===== src/common/rmcr_pkg.sv =====
// rmcr_pkg: register map, field positions, reset values and codes
// for the radio misc control register bank.
// assumes 8-bit registers, one per 32-bit wishbone word.
package rmcr_pkg;

    // ----------------------------------------------------------------
    // register indices (byte address = 4 * index)
    // ----------------------------------------------------------------
    localparam logic [7:0] IDX_PIN_VALUE   = 8'h33;
    localparam logic [7:0] IDX_PIN_DIR     = 8'h34;
    localparam logic [7:0] IDX_SLEEP_WAKE  = 8'h35;
    localparam logic [7:0] IDX_RF_MODE     = 8'h36;
    localparam logic [7:0] IDX_SEC_CTRL2   = 8'h37;
    localparam logic [7:0] IDX_BB_ZERO     = 8'h38;
    localparam logic [7:0] IDX_SEC_STATUS  = 8'h40;

    // ----------------------------------------------------------------
    // field positions
    // ----------------------------------------------------------------
    localparam int NUM_PINS          = 6;
    localparam int BIT_SLEEP_CMD     = 7;
    localparam int BIT_WAKE_HI_LSB   = 3;
    localparam int BIT_RF_RESET      = 2;
    localparam int BIT_FORCE_TX      = 1;
    localparam int BIT_FORCE_RX      = 0;
    localparam int BIT_UP_DECRYPT    = 7;
    localparam int BIT_UP_ENCRYPT    = 6;
    localparam int SLOT2_CIPHER_LSB  = 3;
    localparam int SLOT1_CIPHER_LSB  = 0;
    localparam int BIT_FAST_RATE     = 0;

    // ----------------------------------------------------------------
    // reset values
    // ----------------------------------------------------------------
    localparam logic [5:0] RST_PIN       = 6'h00;
    localparam logic [8:0] RST_WAKE_CNT  = 9'h000;
    localparam logic [8:0] REC_WAKE_CNT  = 9'h05f;
    localparam logic [2:0] RST_CIPHER    = 3'h0;

    // ----------------------------------------------------------------
    // cipher suite codes
    // ----------------------------------------------------------------
    typedef enum logic [2:0] {
        RMCR_CIPH_NONE       = 3'h0,
        RMCR_CIPH_CTR        = 3'h1,
        RMCR_CIPH_CCM_128    = 3'h2,
        RMCR_CIPH_CCM_64     = 3'h3,
        RMCR_CIPH_CCM_32     = 3'h4,
        RMCR_CIPH_CBCMAC_128 = 3'h5,
        RMCR_CIPH_CBCMAC_64  = 3'h6,
        RMCR_CIPH_CBCMAC_32  = 3'h7
    } rmcr_cipher_t;

endpackage


===== src/rmcr_pin_cell.sv =====
// rmcr_pin_cell: one general-purpose pin, direction and value.
// assumes pin input synchronous to clk_i.
`timescale 1ns/1ps
module rmcr_pin_cell
    import rmcr_pkg::*;
(
    input  wire logic clk_i,
    input  wire logic rst_i,
    input  wire logic wr_i,
    input  wire logic val_d_i,
    input  wire logic dir_d_i,
    input  wire logic pin_i,
    output logic      pin_o,
    output logic      pin_oe_o,
    output logic      rd_val_o,
    output logic      dir_o
);

    typedef struct packed {
        logic val;
        logic dir;
        logic pin_q;
    } rmcr_pin_state_t;

    rmcr_pin_state_t st;
    rmcr_pin_state_t next_st;

    always_comb begin
        next_st       = st;
        next_st.pin_q = pin_i;
        if (wr_i) begin
            next_st.val = val_d_i;
            next_st.dir = dir_d_i;
        end
    end

    always_ff @(posedge clk_i) begin
        if (rst_i) begin
            st <= '0;
        end else begin
            st <= next_st;
        end
    end

    // RULE16: drive or sample
    assign pin_o    = st.val;
    // RULE2: one means output
    assign pin_oe_o = st.dir;
    assign rd_val_o = st.dir ? st.val : st.pin_q;
    assign dir_o    = st.dir;

endmodule


===== src/rmcr_regs.sv =====
// rmcr_regs: radio misc control register bank on a classic wishbone slave.
// assumes wishbone master holds request until ack; crypto engine, sleep
// controller and rf state machine sit outside, only the crypto engine answers with done pulses.
// Behaviour
// RULE1: pin value register holds six pin bits in 5..0, bits 7..6 reserved.
// RULE2: each pin direction bit makes its pin an output when one, input when zero (reset).
// RULE3: writing one to the sleep command bit sleeps the device and the bit self-clears.
// RULE4: the nine-bit wake count is split, bits 6..0 in sleep/wake and 8..7 in mode bits 4..3.
// RULE5: wake count times oscillator start-up in sleep clocks, resets to zero.
// RULE6: rf reset bit one holds the rf state machine in reset, zero lets it run.
// RULE7: software pulses rf reset then waits at least 192 us for calibration.
// RULE8: mode bit 1 forces transmit state, bit 0 forces receive state.
// RULE9: software writes 0x06 then 0x02 to reset and then transmit.
// RULE10: writing one to decrypt bit 7 starts upper-layer decryption, cleared when done.
// RULE11: writing one to encrypt bit 6 starts upper-layer encryption, cleared when done.
// RULE12: second slot cipher field 5..3 selects the suite, zero meaning none.
// RULE13: first slot cipher field 2..0 uses the same encoding, zero by default.
// RULE14: baseband zero bit 0 picks 625 kbps when one, 250 kbps when zero.
// RULE15: software keeps reserved bits at zero.
// RULE16: an output pin is driven from its value bit, an input pin reads its level.
//
// The Wishbone register port was chosen for this implementation.
`timescale 1ns/1ps
module rmcr_regs
    import rmcr_pkg::*;
(
    input  wire logic                 clk_i,
    input  wire logic                 rst_i,
    // wishbone slave
    input  wire logic                 cyc_i,
    input  wire logic                 stb_i,
    input  wire logic                 we_i,
    input  wire logic [3:0]           sel_i,
    input  wire logic [9:0]           adr_i,
    input  wire logic [31:0]          dat_i,
    output logic      [31:0]          dat_o,
    output logic                      ack_o,
    // general-purpose pins
    input  wire logic [NUM_PINS-1:0]  pin_i,
    output logic      [NUM_PINS-1:0]  pin_o,
    output logic      [NUM_PINS-1:0]  pin_oe_o,
    // sleep and wake
    output logic                      sleep_go_o,
    output logic      [8:0]           wake_count_o,
    // rf state machine
    output logic                      rf_sm_reset_o,
    output logic                      force_transmit_o,
    output logic                      force_receive_o,
    // upper-layer security
    output logic                      upper_decrypt_go_o,
    output logic                      upper_encrypt_go_o,
    input  wire logic                 upper_decrypt_done_i,
    input  wire logic                 upper_encrypt_done_i,
    output logic      [2:0]           slot2_cipher_sel_o,
    output logic      [2:0]           slot1_cipher_sel_o,
    // baseband
    output logic                      fast_rate_o
);

    // ----------------------------------------------------------------
    // state
    // ----------------------------------------------------------------
    typedef struct packed {
        logic        ack;
        logic [7:0]  rdata;
        logic        sleep_go;
        logic [8:0]  wake_cnt;
        logic        rf_rst;
        logic        f_tx;
        logic        f_rx;
        logic        dec_go;
        logic        enc_go;
        logic [2:0]  c2;
        logic [2:0]  c1;
        logic        fast;
        logic        dec_seen;
        logic        enc_seen;
    } rmcr_state_t;

    rmcr_state_t st;
    rmcr_state_t next_st;

    logic                req;
    logic                wr_lane0;
    logic [7:0]          idx;
    logic [7:0]          wbyte;
    logic                pin_wr;
    logic [NUM_PINS-1:0] rd_val;
    logic [NUM_PINS-1:0] dir_q;
    logic [NUM_PINS-1:0] pin_out;
    logic [NUM_PINS-1:0] pin_oe;
    logic [NUM_PINS-1:0] val_d;
    logic [NUM_PINS-1:0] dir_d;
    // write fields
    logic                w_sleep;
    logic [6:0]          w_wake_lo;
    logic [1:0]          w_wake_hi;
    logic                w_rf_rst;
    logic                w_f_tx;
    logic                w_f_rx;
    logic                w_dec;
    logic                w_enc;
    logic [2:0]          w_c2;
    logic [2:0]          w_c1;
    logic                w_fast;
    // read bytes
    logic [7:0]          rd_pin_value;
    logic [7:0]          rd_pin_dir;
    logic [7:0]          rd_sleep_wake;
    logic [7:0]          rd_rf_mode;
    logic [7:0]          rd_sec_ctrl2;
    logic [7:0]          rd_bb_zero;
    logic [7:0]          rd_sec_status;

    // ----------------------------------------------------------------
    // bus decode
    // ----------------------------------------------------------------
    // one wait state; ack drops the cycle after it is given
    assign req      = cyc_i && stb_i && !st.ack;
    assign idx      = adr_i[9:2];
    assign wbyte    = dat_i[7:0];
    assign wr_lane0 = req && we_i && sel_i[0];
    // value and direction written separately, other half kept
    assign pin_wr   = wr_lane0 && (idx == IDX_PIN_VALUE || idx == IDX_PIN_DIR);

    // ----------------------------------------------------------------
    // pins
    // ----------------------------------------------------------------
    // the half of the pair not addressed keeps its stored value
    assign val_d = (idx == IDX_PIN_VALUE) ? wbyte[NUM_PINS-1:0] : pin_out;
    assign dir_d = (idx == IDX_PIN_DIR) ? wbyte[NUM_PINS-1:0] : dir_q;
    genvar g;
    generate
        for (g = 0; g < NUM_PINS; g++) begin : g_pin
            // RULE1: one cell per pin
            rmcr_pin_cell u_cell (
                .clk_i    (clk_i),
                .rst_i    (rst_i),
                .wr_i     (pin_wr),
                .val_d_i  (val_d[g]),
                .dir_d_i  (dir_d[g]),
                .pin_i    (pin_i[g]),
                .pin_o    (pin_out[g]),
                .pin_oe_o (pin_oe[g]),
                .rd_val_o (rd_val[g]),
                .dir_o    (dir_q[g])
            );
        end
    endgenerate

    // ----------------------------------------------------------------
    // write fields
    // ----------------------------------------------------------------
    // reserved bits feed no field, so they are dropped and read as zero
    assign w_sleep   = wbyte[BIT_SLEEP_CMD];
    assign w_wake_lo = wbyte[6:0];
    assign w_wake_hi = wbyte[BIT_WAKE_HI_LSB +: 2];
    assign w_rf_rst  = wbyte[BIT_RF_RESET];
    assign w_f_tx    = wbyte[BIT_FORCE_TX];
    assign w_f_rx    = wbyte[BIT_FORCE_RX];
    assign w_dec     = wbyte[BIT_UP_DECRYPT];
    assign w_enc     = wbyte[BIT_UP_ENCRYPT];
    assign w_c2      = wbyte[SLOT2_CIPHER_LSB +: 3];
    assign w_c1      = wbyte[SLOT1_CIPHER_LSB +: 3];
    assign w_fast    = wbyte[BIT_FAST_RATE];

    // ----------------------------------------------------------------
    // read bytes
    // ----------------------------------------------------------------
    // RULE16: stored bit or sampled level
    assign rd_pin_value  = {2'b00, rd_val};
    assign rd_pin_dir    = {2'b00, dir_q};
    // command bit reads zero, it never stays set
    assign rd_sleep_wake = {1'b0, st.wake_cnt[6:0]};
    assign rd_rf_mode    = {3'b000, st.wake_cnt[8:7], st.rf_rst, st.f_tx, st.f_rx};
    assign rd_sec_ctrl2  = {st.dec_go, st.enc_go, st.c2, st.c1};
    assign rd_bb_zero    = {7'h00, st.fast};
    assign rd_sec_status = {6'h00, st.dec_seen, st.enc_seen};

    // ----------------------------------------------------------------
    // next state
    // ----------------------------------------------------------------
    always_comb begin
        next_st       = st;
        next_st.ack   = req;
        // RULE3: sleep command is a pulse
        next_st.sleep_go = 1'b0;
        // RULE10: decrypt bit clears on done
        if (upper_decrypt_done_i) begin
            next_st.dec_go   = 1'b0;
            next_st.dec_seen = 1'b1;
        end
        // RULE11: encrypt bit clears on done
        if (upper_encrypt_done_i) begin
            next_st.enc_go   = 1'b0;
            next_st.enc_seen = 1'b1;
        end
        if (wr_lane0) begin
            case (idx)
                IDX_SLEEP_WAKE: begin
                    next_st.sleep_go      = w_sleep;
                    // RULE4: low seven wake bits
                    next_st.wake_cnt[6:0] = w_wake_lo;
                end
                IDX_RF_MODE: begin
                    // RULE4: top two wake bits
                    next_st.wake_cnt[8:7] = w_wake_hi;
                    // RULE6: hold rf in reset
                    next_st.rf_rst = w_rf_rst;
                    // RULE8: forced tx and rx
                    next_st.f_tx   = w_f_tx;
                    next_st.f_rx   = w_f_rx;
                end
                IDX_SEC_CTRL2: begin
                    // a fresh start wins over a done in the same cycle
                    if (w_dec) begin
                        next_st.dec_go = 1'b1;
                    end
                    if (w_enc) begin
                        next_st.enc_go = 1'b1;
                    end
                    // RULE12: second slot suite
                    next_st.c2 = w_c2;
                    // RULE13: first slot suite
                    next_st.c1 = w_c1;
                end
                IDX_BB_ZERO: begin
                    // RULE14: rate select
                    next_st.fast = w_fast;
                end
                IDX_SEC_STATUS: begin
                    // write one to clear; a done in this cycle wins
                    if (wbyte[1] && !upper_decrypt_done_i) begin
                        next_st.dec_seen = 1'b0;
                    end
                    if (wbyte[0] && !upper_encrypt_done_i) begin
                        next_st.enc_seen = 1'b0;
                    end
                end
                default: begin
                end
            endcase
        end
        next_st.rdata = 8'h00;
        if (req && !we_i) begin
            case (idx)
                IDX_PIN_VALUE:  next_st.rdata = rd_pin_value;
                IDX_PIN_DIR:    next_st.rdata = rd_pin_dir;
                IDX_SLEEP_WAKE: next_st.rdata = rd_sleep_wake;
                IDX_RF_MODE:    next_st.rdata = rd_rf_mode;
                IDX_SEC_CTRL2:  next_st.rdata = rd_sec_ctrl2;
                IDX_BB_ZERO:    next_st.rdata = rd_bb_zero;
                IDX_SEC_STATUS: next_st.rdata = rd_sec_status;
                default:        next_st.rdata = 8'h00;
            endcase
        end
    end

    always_ff @(posedge clk_i) begin
        if (rst_i) begin
            // RULE5: wake count starts at zero
            st.ack      <= 1'b0;
            st.rdata    <= 8'h00;
            st.sleep_go <= 1'b0;
            st.wake_cnt <= RST_WAKE_CNT;
            st.rf_rst   <= 1'b0;
            st.f_tx     <= 1'b0;
            st.f_rx     <= 1'b0;
            st.dec_go   <= 1'b0;
            st.enc_go   <= 1'b0;
            st.c2       <= RST_CIPHER;
            st.c1       <= RST_CIPHER;
            st.fast     <= 1'b0;
            st.dec_seen <= 1'b0;
            st.enc_seen <= 1'b0;
        end else begin
            st <= next_st;
        end
    end

    // ----------------------------------------------------------------
    // outputs
    // ----------------------------------------------------------------
    // bus
    assign ack_o              = st.ack;
    assign dat_o              = {24'h000000, st.rdata};
    // pins
    assign pin_o              = pin_out;
    // RULE2: one means driving
    assign pin_oe_o           = pin_oe;
    // control levels and pulses
    assign sleep_go_o         = st.sleep_go;
    assign wake_count_o       = st.wake_cnt;
    assign rf_sm_reset_o      = st.rf_rst;
    assign force_transmit_o   = st.f_tx;
    assign force_receive_o    = st.f_rx;
    assign upper_decrypt_go_o = st.dec_go;
    assign upper_encrypt_go_o = st.enc_go;
    assign slot2_cipher_sel_o = st.c2;
    assign slot1_cipher_sel_o = st.c1;
    assign fast_rate_o        = st.fast;

endmodule


===== config.mk =====
export PLATFORM = sky130hd
export DESIGN_NAME = rmcr_regs
export DESIGN_NICKNAME = d
export VERILOG_FILES = /design/src/common/rmcr_pkg.sv /design/src/rmcr_pin_cell.sv /design/src/rmcr_regs.sv
export SDC_FILE = /design/constraint.sdc
export NUM_CORES = 1
export LEC_CHECK = 0
export BUFFER_PORTS_ARGS = -buffer_cell sky130_fd_sc_hd__buf_4
export CAP_MARGIN = 10
export CORE_AREA = 2 2 80 82
export CTS_CLUSTER_DIAMETER = 50
export DETAILED_ROUTE_END_ITERATION = 10
export DIE_AREA = 0 0 82 84
export GPL_TIMING_DRIVEN = 0
export PLACE_DENSITY = 0.77
export REMOVE_ABC_BUFFERS = 1
export SYNTH_ARGS = -nofsm -noshare
export SYNTH_HDL_FRONTEND = slang
export SYNTH_HIERARCHICAL = 1
export SYNTH_SLANG_ARGS = --single-unit

===== constraint.sdc =====
create_clock -name clk_i -period 3.65 [get_ports clk_i]
set_clock_uncertainty 0.05 [all_clocks]
set_input_delay 0 -clock clk_i [delete_from_list [all_inputs] [get_ports clk_i]]
set_output_delay 0 -clock clk_i [all_outputs]
set_load 0.005 [all_outputs]

==> results of run 1 <==
==> routing by layer <==
layer / vias to the layer above / track usage (%) / wire length (microns) / part of all wire, %
li1: 1135 / - / - / -
met1: 1106 / 27.0 / 2990 / 43
met2: 79 / 33.3 / 3350 / 49
met3: 6 / 5.19 / 474 / 6.9
met4: 0 / 6.06 / 89 / 1.3
met5: - / 0 / 0 / 0
==> cells in the mapped netlist, drive strengths merged (2+ instances only) <==
master	count	area share, %
nor2	21	3.1
or4b	2	0.75
o31ai	2	0.57
mux2i	14	5.3
dfxtp	51	38
nand2b	2	0.75
mux2	22	10
a22oi	5	1.4
nand3	23	4.3
buf	37	10
o21ai	19	3.7
nor3	4	0.75
nand2	11	1.6
or2	2	0.47
or4	3	1.1
a22o	4	1.3
nor2b	6	1.4
clkbuf	5	0.71
a21oi	31	5.8
nor4	5	3.1
inv	6	0.85
nand3b	4	1.1
==> cells by family (layout without fill, tap and decap cells) <==
| kind of cell | count (synthesis) | after routing | share of synthesized area, % |
|---|---|---|---|
| compound gates | 64 | 64 | 13.7 |
| buf+inv | 48 | 104 | 11.6 |
| flops | 51 | 51 | 38.4 |
| mux | 37 | 37 | 16.3 |
| other cells | 1 | 24 | 0.141 |
| simple gates | 87 | 87 | 19.8 |
==> critical path, delay by kind of cell <==
kind            cells  cell delay (ps)
mux                 1              190
buf+inv             3              980
simple gates        4             1690
compound gates      1               80
==> path summary, 6_finish.rpt <==
path	startpoint	end	slack [ps]	depth (start not counted)
max reg2reg	ack_o	g_pin[1].u_cell/dir_o	1080	6
max	adr_i[2]	g_pin[1].u_cell/dir_o	820	9
min reg2reg	rd_sec_status[1]	dat_o[1]	410	2
min	adr_i[9]	dat_o[1]	40	5
==> flip-flops by register name, indices dropped and copies added (netlist names) <==
name	count
ack_o	1
dat_o	8
fast_rate_o	1
force_receive_o	1
force_transmit_o	1
g_pin.u_cell/dir_o	6
g_pin.u_cell/pin_o	6
g_pin.u_cell/st	6
rd_sec_status	2
rf_sm_reset_o	1
sleep_go_o	1
slot1_cipher_sel_o	3
slot2_cipher_sel_o	3
upper_decrypt_go_o	1
upper_encrypt_go_o	1
wake_count_o	9
==> through the flow <==
step,cells,utilization (%)
2_1_floorplan,269,-
3_3_place_gp,418,50.8
3_5_place_dp,419,50.9
4_1_cts,444,55.6
5_1_grt,444,55.6
6_report,444,55.6
==> timing repair <==
item / CTS / global route
hold buffers: 18 / 0
gates resized for setup: 0 / 0
endpoints found under the hold margin: 32 / 0
==> power by group <==
| part | switching, mW | leakage, nW | internal (mW) | total (mW) |
|---|---|---|---|---|
| sequential | 0.00205 | 0.413 | 0.561 | 0.564 |
| clock | 0.194 | 0.0502 | 0.201 | 0.395 |
| combinational | 0.0565 | 0.890 | 0.0483 | 0.105 |
==> area by class of cell <==
| type | instances | area share (%) |
|---|---|---|
| Clock buffer | 5 | 2.03 |
| Clock inverter | 2 | 1.11 |
| Inverter | 6 | 0.664 |
| Multi-Input combinational cell | 212 | 41.7 |
| Sequential cell | 51 | 30.1 |
| Tap cell | 77 | 2.84 |
| Timing Repair Buffer | 91 | 21.6 |
==> flow_metrics.tcl, run 1 <==
set metrics [dict create \
    antenna_found_initial 0 \
    core_sq_um 6100 \
    post_cts_buffers 0 \
    detailed_place.area_sq_um 3110 \
    period_minus_slack_ps 2830 \
    io_buffers 72 \
    worstHoldPathType "primary input to flip-flop" \
    fp.dieW_microns 82 \
    setup_ws_ps 820 \
    setup_viol 0 \
    drv_slew 0 \
    worstMarginPinSlew_ps 866 \
    synth_cells 288 \
    path_class "primary input to flip-flop" \
    leakage_nw 1.35 \
    clock-sinks 51 \
    place_ws_ps 575 \
    die_h_microns 84 \
    synth_edf_count 0 \
    p_total_mw 1.06 \
    hold_violations 0 \
    path_cells "dlygate4sd3_1, buf_4, nand2_1, nor4_4, a21oi_1, nor2_1, buf_6, mux2i_1, nor2_1" \
    cts_buffers 5 \
    multiInputGateArea_sq_um 1410 \
    diodes 0 \
    grt_start_max_net_pins 45 \
    dr.pass1.iters 4 \
    fin_crit_sh_pct 77.5 \
    final_cell_area_sq_um 3390 \
    grt_pass1_wl_microns 11000 \
    ys_types 42 \
    rsz0062_at_grt "false" \
    synth_warnings 6 \
    drc 0 \
    boundaryPins 126 \
    postSynthAreaPerCell_sq_um 9.22 \
    layout_commonest_cell "buf_4" \
    timing.setup.tns_ps 0 \
    routed-via-count 2326 \
    power_density_nw_per_um2 313 \
    crit_arrival_ps 2960 \
    place_congestion 0.800 \
    end_kind "flip-flop" \
    ys_async_sr_fraction_pct 0 \
    clk_pin_slew_worst_paths_ps 100 \
    fp-row-count 29 \
    cp-start-kind "primary input" \
    fill_cells 584 \
    peakVddDrop_mv 0.199 \
    clockRootBuffer "clkbuf_8" \
    synthesis.area_sq_um 2660 \
    synth_flop_cell "dfxtp_1" \
    slowest_delay_ps 690 \
    drt_iter0_drc 182 \
    cts_buffer_depth 2 \
    hpwl_microns 4740 \
    final_cell_mix "buf_4, dfxtp_1, a21oi_1, conb_1, nand3_1" \
    clk_latency_ps 320 \
    crit_top_cell "nor2_1" \
    drive_above_1_share_pct 30.8 \
    slew-limit-headroom_pct 42.1 \
    hold_ws_ps 44.0 \
    synth-seq-area-share_pct 38.4 \
    grt_pass1_vias 2238 \
    wire_per_inst_microns 15.6 \
    cap_violations 0 \
    cp.required_ps 3790 \
    drtAntennaViolNets 0 \
    max_freq_mhz 353 \
    initial_core_util_pct 43.6 \
    viasPerCell 5.24 \
    slowest_stage "nor4_4" \
    grtUsageTotal_pct 20.7 \
    h-tree-depth 2 \
    crit_fanout 16 \
    grt_overflow 0 \
    status "completed" \
    regArea_sq_um 1020 \
    synth-seq-cells 51 \
    totalWireLength_microns 6910 \
    cts_tree "yes" \
    die_area_sq_um 6890 \
    syn_to_final_growth_pct 27.7 \
    nets 426 \
]
(Power assumes the default switching activity.)
==> run 2, diff against run 1 <==
==> constraint.sdc (replaced) <==
create_clock -name clk_i -period 2.9 [get_ports clk_i]
set_clock_uncertainty 0.05 [all_clocks]
set_input_delay 0 -clock clk_i [delete_from_list [all_inputs] [get_ports clk_i]]
set_output_delay 0 -clock clk_i [all_outputs]
set_load 0.005 [all_outputs]
==> flow_metrics.tcl, run 2 (synthesis gave the netlist of run 1 again) <==
set metrics [dict create \
    fin_crit_sh_pct 90.1 \
    hold_ws_ps 43.5 \
    regArea_sq_um 1020 \
    clock-sinks 51 \
    totalWireLength_microns 6880 \
    multiInputGateArea_sq_um 1420 \
    grt_overflow 0 \
    fp-row-count 29 \
    dr.pass1.iters 5 \
    slowest_delay_ps 690 \
    crit_fanout 16 \
    crit_arrival_ps 2750 \
    clk_pin_slew_worst_paths_ps 100 \
    hold_depth 4 \
    end_kind "flip-flop" \
    period_minus_slack_ps 2610 \
    grtUsageTotal_pct 20.7 \
    core_sq_um 6100 \
    die_area_sq_um 6890 \
    grt_start_max_net_pins 45 \
    cts_tree "yes" \
    routed-via-count 2364 \
    max_freq_mhz 383 \
    grt_pass1_vias 2238 \
    cts_buffer_depth 2 \
    worstMarginPinSlew_ps 829 \
    setup_ws_ps 288 \
    path_cells "dlygate4sd3_1, buf_4, nand2_1, nor4_4, a21oi_1, nor2_2, buf_6, mux2i_1, nor2_1" \
    placedCellCount 419 \
    p_total_mw 1.34 \
    wire_per_inst_microns 15.5 \
    cap_violations 0 \
    drt_iter0_drc 194 \
    status "completed" \
    layout_commonest_cell "buf_4" \
    clockRootBuffer "clkbuf_8" \
    final_cell_mix "buf_4, dfxtp_1, a21oi_1, conb_1, nand3_1" \
    antenna_found_initial 0 \
    boundaryPins 126 \
    post_cts_buffers 0 \
    power_density_nw_per_um2 395 \
    place_ws_ps -175 \
    diodes 0 \
    leakage_nw 1.35 \
    largest_reg_flops 9 \
    place_congestion 0.800 \
    hold_violations 0 \
    viasPerCell 5.32 \
    fill_cells 585 \
    clk_latency_ps 310 \
    setup_viol 0 \
    hpwl_microns 4740 \
    nets 426 \
    drc 0 \
    reg2reg_depth 6 \
    drive_above_1_share_pct 31.1 \
    worstHoldPathType "primary input to flip-flop" \
    drtAntennaViolNets 0 \
    grt_pass1_wl_microns 11000 \
    rsz0062_at_grt "false" \
    io_buffers 72 \
    initial_core_util_pct 43.6 \
    cp-start-kind "primary input" \
    fp.dieW_microns 82 \
    h-tree-depth 2 \
    slew-limit-headroom_pct 44.3 \
    stdcell_count 444 \
    drv_slew 0 \
    syn_to_final_growth_pct 27.8 \
    peakVddDrop_mv 0.249 \
    path_class "primary input to flip-flop" \
    die_h_microns 84 \
    slowest_stage "nor4_4" \
    cts_buffers 5 \
    cp.required_ps 3030 \
]
[run 2: cell types whose count changed in the layout (fill, tap and decap cells not counted)]
cell / delta
nor2_1: -1
nor2_2: +1
[run 2: layout make-up]
class                      count  area share, %
timing repair buffer          91           21.6
sequential                    51           30.1
multi-input combinational    212           41.7
tap                           77           2.84
inverter                       6          0.663
clock buffer                   5           2.03
clock inverter                 2           1.11
[run 2: what timing repair did]
item,CTS,global route
endpoints found under the setup margin,0,6
endpoints found under the hold margin,32,0
hold buffers,18,0
gates resized for setup,0,1
[run 2: worst max-delay path: cells and delay by family]
family	cells	cell delay [ps]
mux	1	190
simple gates	4	1460
buf+inv	3	960
compound gates	1	110
[run 2: worst paths after layout]
kind                         start                    end  slack [ps]
setup / recovery          adr_i[2]  g_pin[1].u_cell/dir_o         290
hold / removal                we_i               dat_o[5]          40
setup reg to reg             ack_o  g_pin[1].u_cell/dir_o         590
hold reg to reg   rd_sec_status[1]               dat_o[1]         410
[run 2: stage by stage]
stage / area [sq um] / setup TNS [ps] / utilization (%)
floorplan: 2460 / 0 / -
global placement: 3090 / -5850 / 50.8
detailed placement: 3110 / -1030 / 50.9
CTS: 3390 / 0 / 55.6
global route: 3390 / 0 / 55.7
finish: 3390 / 0 / 55.7
[run 2: per-layer routing]
layer | vias to the layer above | GRT usage (%) | routed length, microns
met5 | - | 0 | 0
met4 | 0 | 6.06 | 68
met3 | 5 | 5.19 | 580
met2 | 102 | 33.3 | 3300
met1 | 1126 | 27.0 | 2930
li1 | 1131 | - | -
[run 2: power breakdown]
| part | internal, mW | switching, mW | total (mW) |
|---|---|---|---|
| clock | 0.252 | 0.245 | 0.498 |
| combinational | 0.0608 | 0.0712 | 0.132 |
| sequential | 0.707 | 0.00258 | 0.709 |
==> run 3, diff against run 2 <==
--- a/config.mk
+++ b/config.mk
@@ -13,7 +13,6 @@
 export DIE_AREA = 0 0 82 84
 export GPL_TIMING_DRIVEN = 0
 export PLACE_DENSITY = 0.77
-export REMOVE_ABC_BUFFERS = 1
 export SYNTH_ARGS = -nofsm -noshare
 export SYNTH_HDL_FRONTEND = slang
 export SYNTH_HIERARCHICAL = 1
==> flow_metrics.tcl, run 3 (synthesis gave the netlist of run 1 again) <==
set metrics [dict create \
    status "completed" \
    max_freq_mhz 389 \
    setup_ws_ps 326 \
    clkPwrFrac_pct 33.3 \
    crit_top_cell "nor2_1" \
    routed-via-count 2565 \
    final_cell_mix "buf_4, dfxtp_1, a21oi_1, dlygate4sd3_1, conb_1" \
    leakage_nw 1.60 \
    antenna_found_initial 0 \
    drc 0 \
    grt_pass1_vias 2352 \
    h-tree-depth 2 \
    crit_fanout 10 \
    peakVddDrop_mv 0.265 \
    cp.required_ps 3050 \
    fin_crit_sh_pct 88.8 \
    slowest_stage "nor2_1" \
    largest_reg_flops 9 \
    place_congestion 0.888 \
    worstMarginPinSlew_ps 1070 \
    slowest_delay_ps 600 \
    grt_start_max_net_pins 20 \
    dr.pass1.iters 6 \
    p_seq_share_pct 54.0 \
    cts_buffer_depth 2 \
    viasPerCell 5.20 \
    clock-sinks 51 \
    timing.setup.tns_ps 0 \
    place_ws_ps 376 \
    cts_tree "yes" \
    slew-limit-headroom_pct 28.2 \
    die_h_microns 84 \
    wire_per_inst_microns 15.0 \
    fp-row-count 29 \
    setup_viol 0 \
    clk_pin_slew_worst_paths_ps 100 \
    period_minus_slack_ps 2570 \
    p_sw_share_pct 24.8 \
    worstHoldPathType "primary input to flip-flop" \
    drtAntennaViolNets 0 \
    grt_pass1_wl_microns 11700 \
    fill_cells 565 \
    power_density_nw_per_um2 351 \
    totalWireLength_microns 7410 \
    crit_arrival_ps 2730 \
    drv_slew 0 \
    cts_buffers 5 \
    p_switching_uw 326 \
    path_cells "nand3b_1, or2_2, clkbuf_1, nor2_1, buf_8, mux2i_1, nor2_1" \
    p_int_uw 988 \
    io_buffers 71 \
    diodes 0 \
    hold_violations 0 \
    grtUsageTotal_pct 22.1 \
    syn_to_final_growth_pct 40.7 \
    drive_above_1_share_pct 35.8 \
    die_area_sq_um 6890 \
    initial_core_util_pct 43.6 \
    nets 475 \
    combPwrFrac_pct 12.7 \
    grt_overflow 0 \
    hpwl_microns 5170 \
    cap_violations 0 \
    end_kind "flip-flop" \
    path_class "flip-flop to flip-flop" \
    layout_commonest_cell "buf_4" \
    clk_latency_ps 310 \
    fp.dieW_microns 82 \
    clockRootBuffer "clkbuf_8" \
    core_sq_um 6100 \
    boundaryPins 126 \
    rsz0062_at_grt "false" \
    drt_iter0_drc 277 \
    cp-start-kind "flip-flop" \
]
run 3: cell count changes in the layout (fill, tap and decap cells not counted), moves of 5 or more:
cell           delta
buf_4            +29
buf_2             +6
clkbuf_1          +5
dlygate4sd3_1     +8
run 3: final timing paths:
check | start | endpoint | slack [ps] | depth (start not counted)
min | we_i | dat_o[4] | 70 | 4
max reg2reg | ack_o | g_pin[5].u_cell/pin_o | 330 | 7
min reg2reg | upper_decrypt_go_o | dat_o[7] | 430 | 2
max | ack_o | g_pin[5].u_cell/pin_o | 330 | 7
run 3: worst max-delay path: cells and delay by family, from the launching register on:
family	cells	cell delay, ps
simple gates	4	1400
mux	1	220
flops	1	310
buf+inv	2	480
run 3: cell type report:
type | instances | area [sq um] | share of cell area, %
Multi-Input combinational cell | 212 | 1410 | 37.8
Sequential cell | 51 | 1020 | 27.3
Timing Repair Buffer | 98 | 808 | 21.6
Buffer | 42 | 285 | 7.63
Tap cell | 77 | 96.3 | 2.58
Clock buffer | 6 | 82.6 | 2.21
Inverter | 6 | 22.5 | 0.602
Clock inverter | 1 | 8.76 | 0.234
run 3: timing repair:
item | 4_1_cts | 5_1_grt
hold buffers | 26 | 0
buffers inserted | 0 | 0
endpoints found under the hold margin | 43 | 0
resized for setup | 0 | 0
run 3: layer usage:
metal | track usage (%) | vias up | part of all wire (%)
li1 | - | 1230 | -
met1 | 28.6 | 1188 | 41
met2 | 37.7 | 134 | 50
met3 | 3.90 | 13 | 8.0
met4 | 5.00 | 0 | 1.1
met5 | 0 | - | 0
run 3: stage by stage:
step	hold WS (ps)	power, mW	utilization [%]	instance area [sq um]	cells
after floorplan	21.6	0.804	-	2740	311
after global placement	161	0.863	55.3	3370	459
after detailed placement	166	0.865	55.6	3390	460
after CTS	75.4	1.31	61.3	3740	493
after global routing	85.1	1.36	61.3	3740	493
final	70.3	1.31	61.3	3740	493
run 3: power by group through the flow:
stage	clock [mW]	sequential, mW	combinational [mW]
after global routing	0.469	0.710	0.182
after floorplan	0	0.725	0.0795
final	0.437	0.709	0.167
after global placement	0	0.725	0.138
after detailed placement	0	0.726	0.139
after CTS	0.435	0.709	0.165
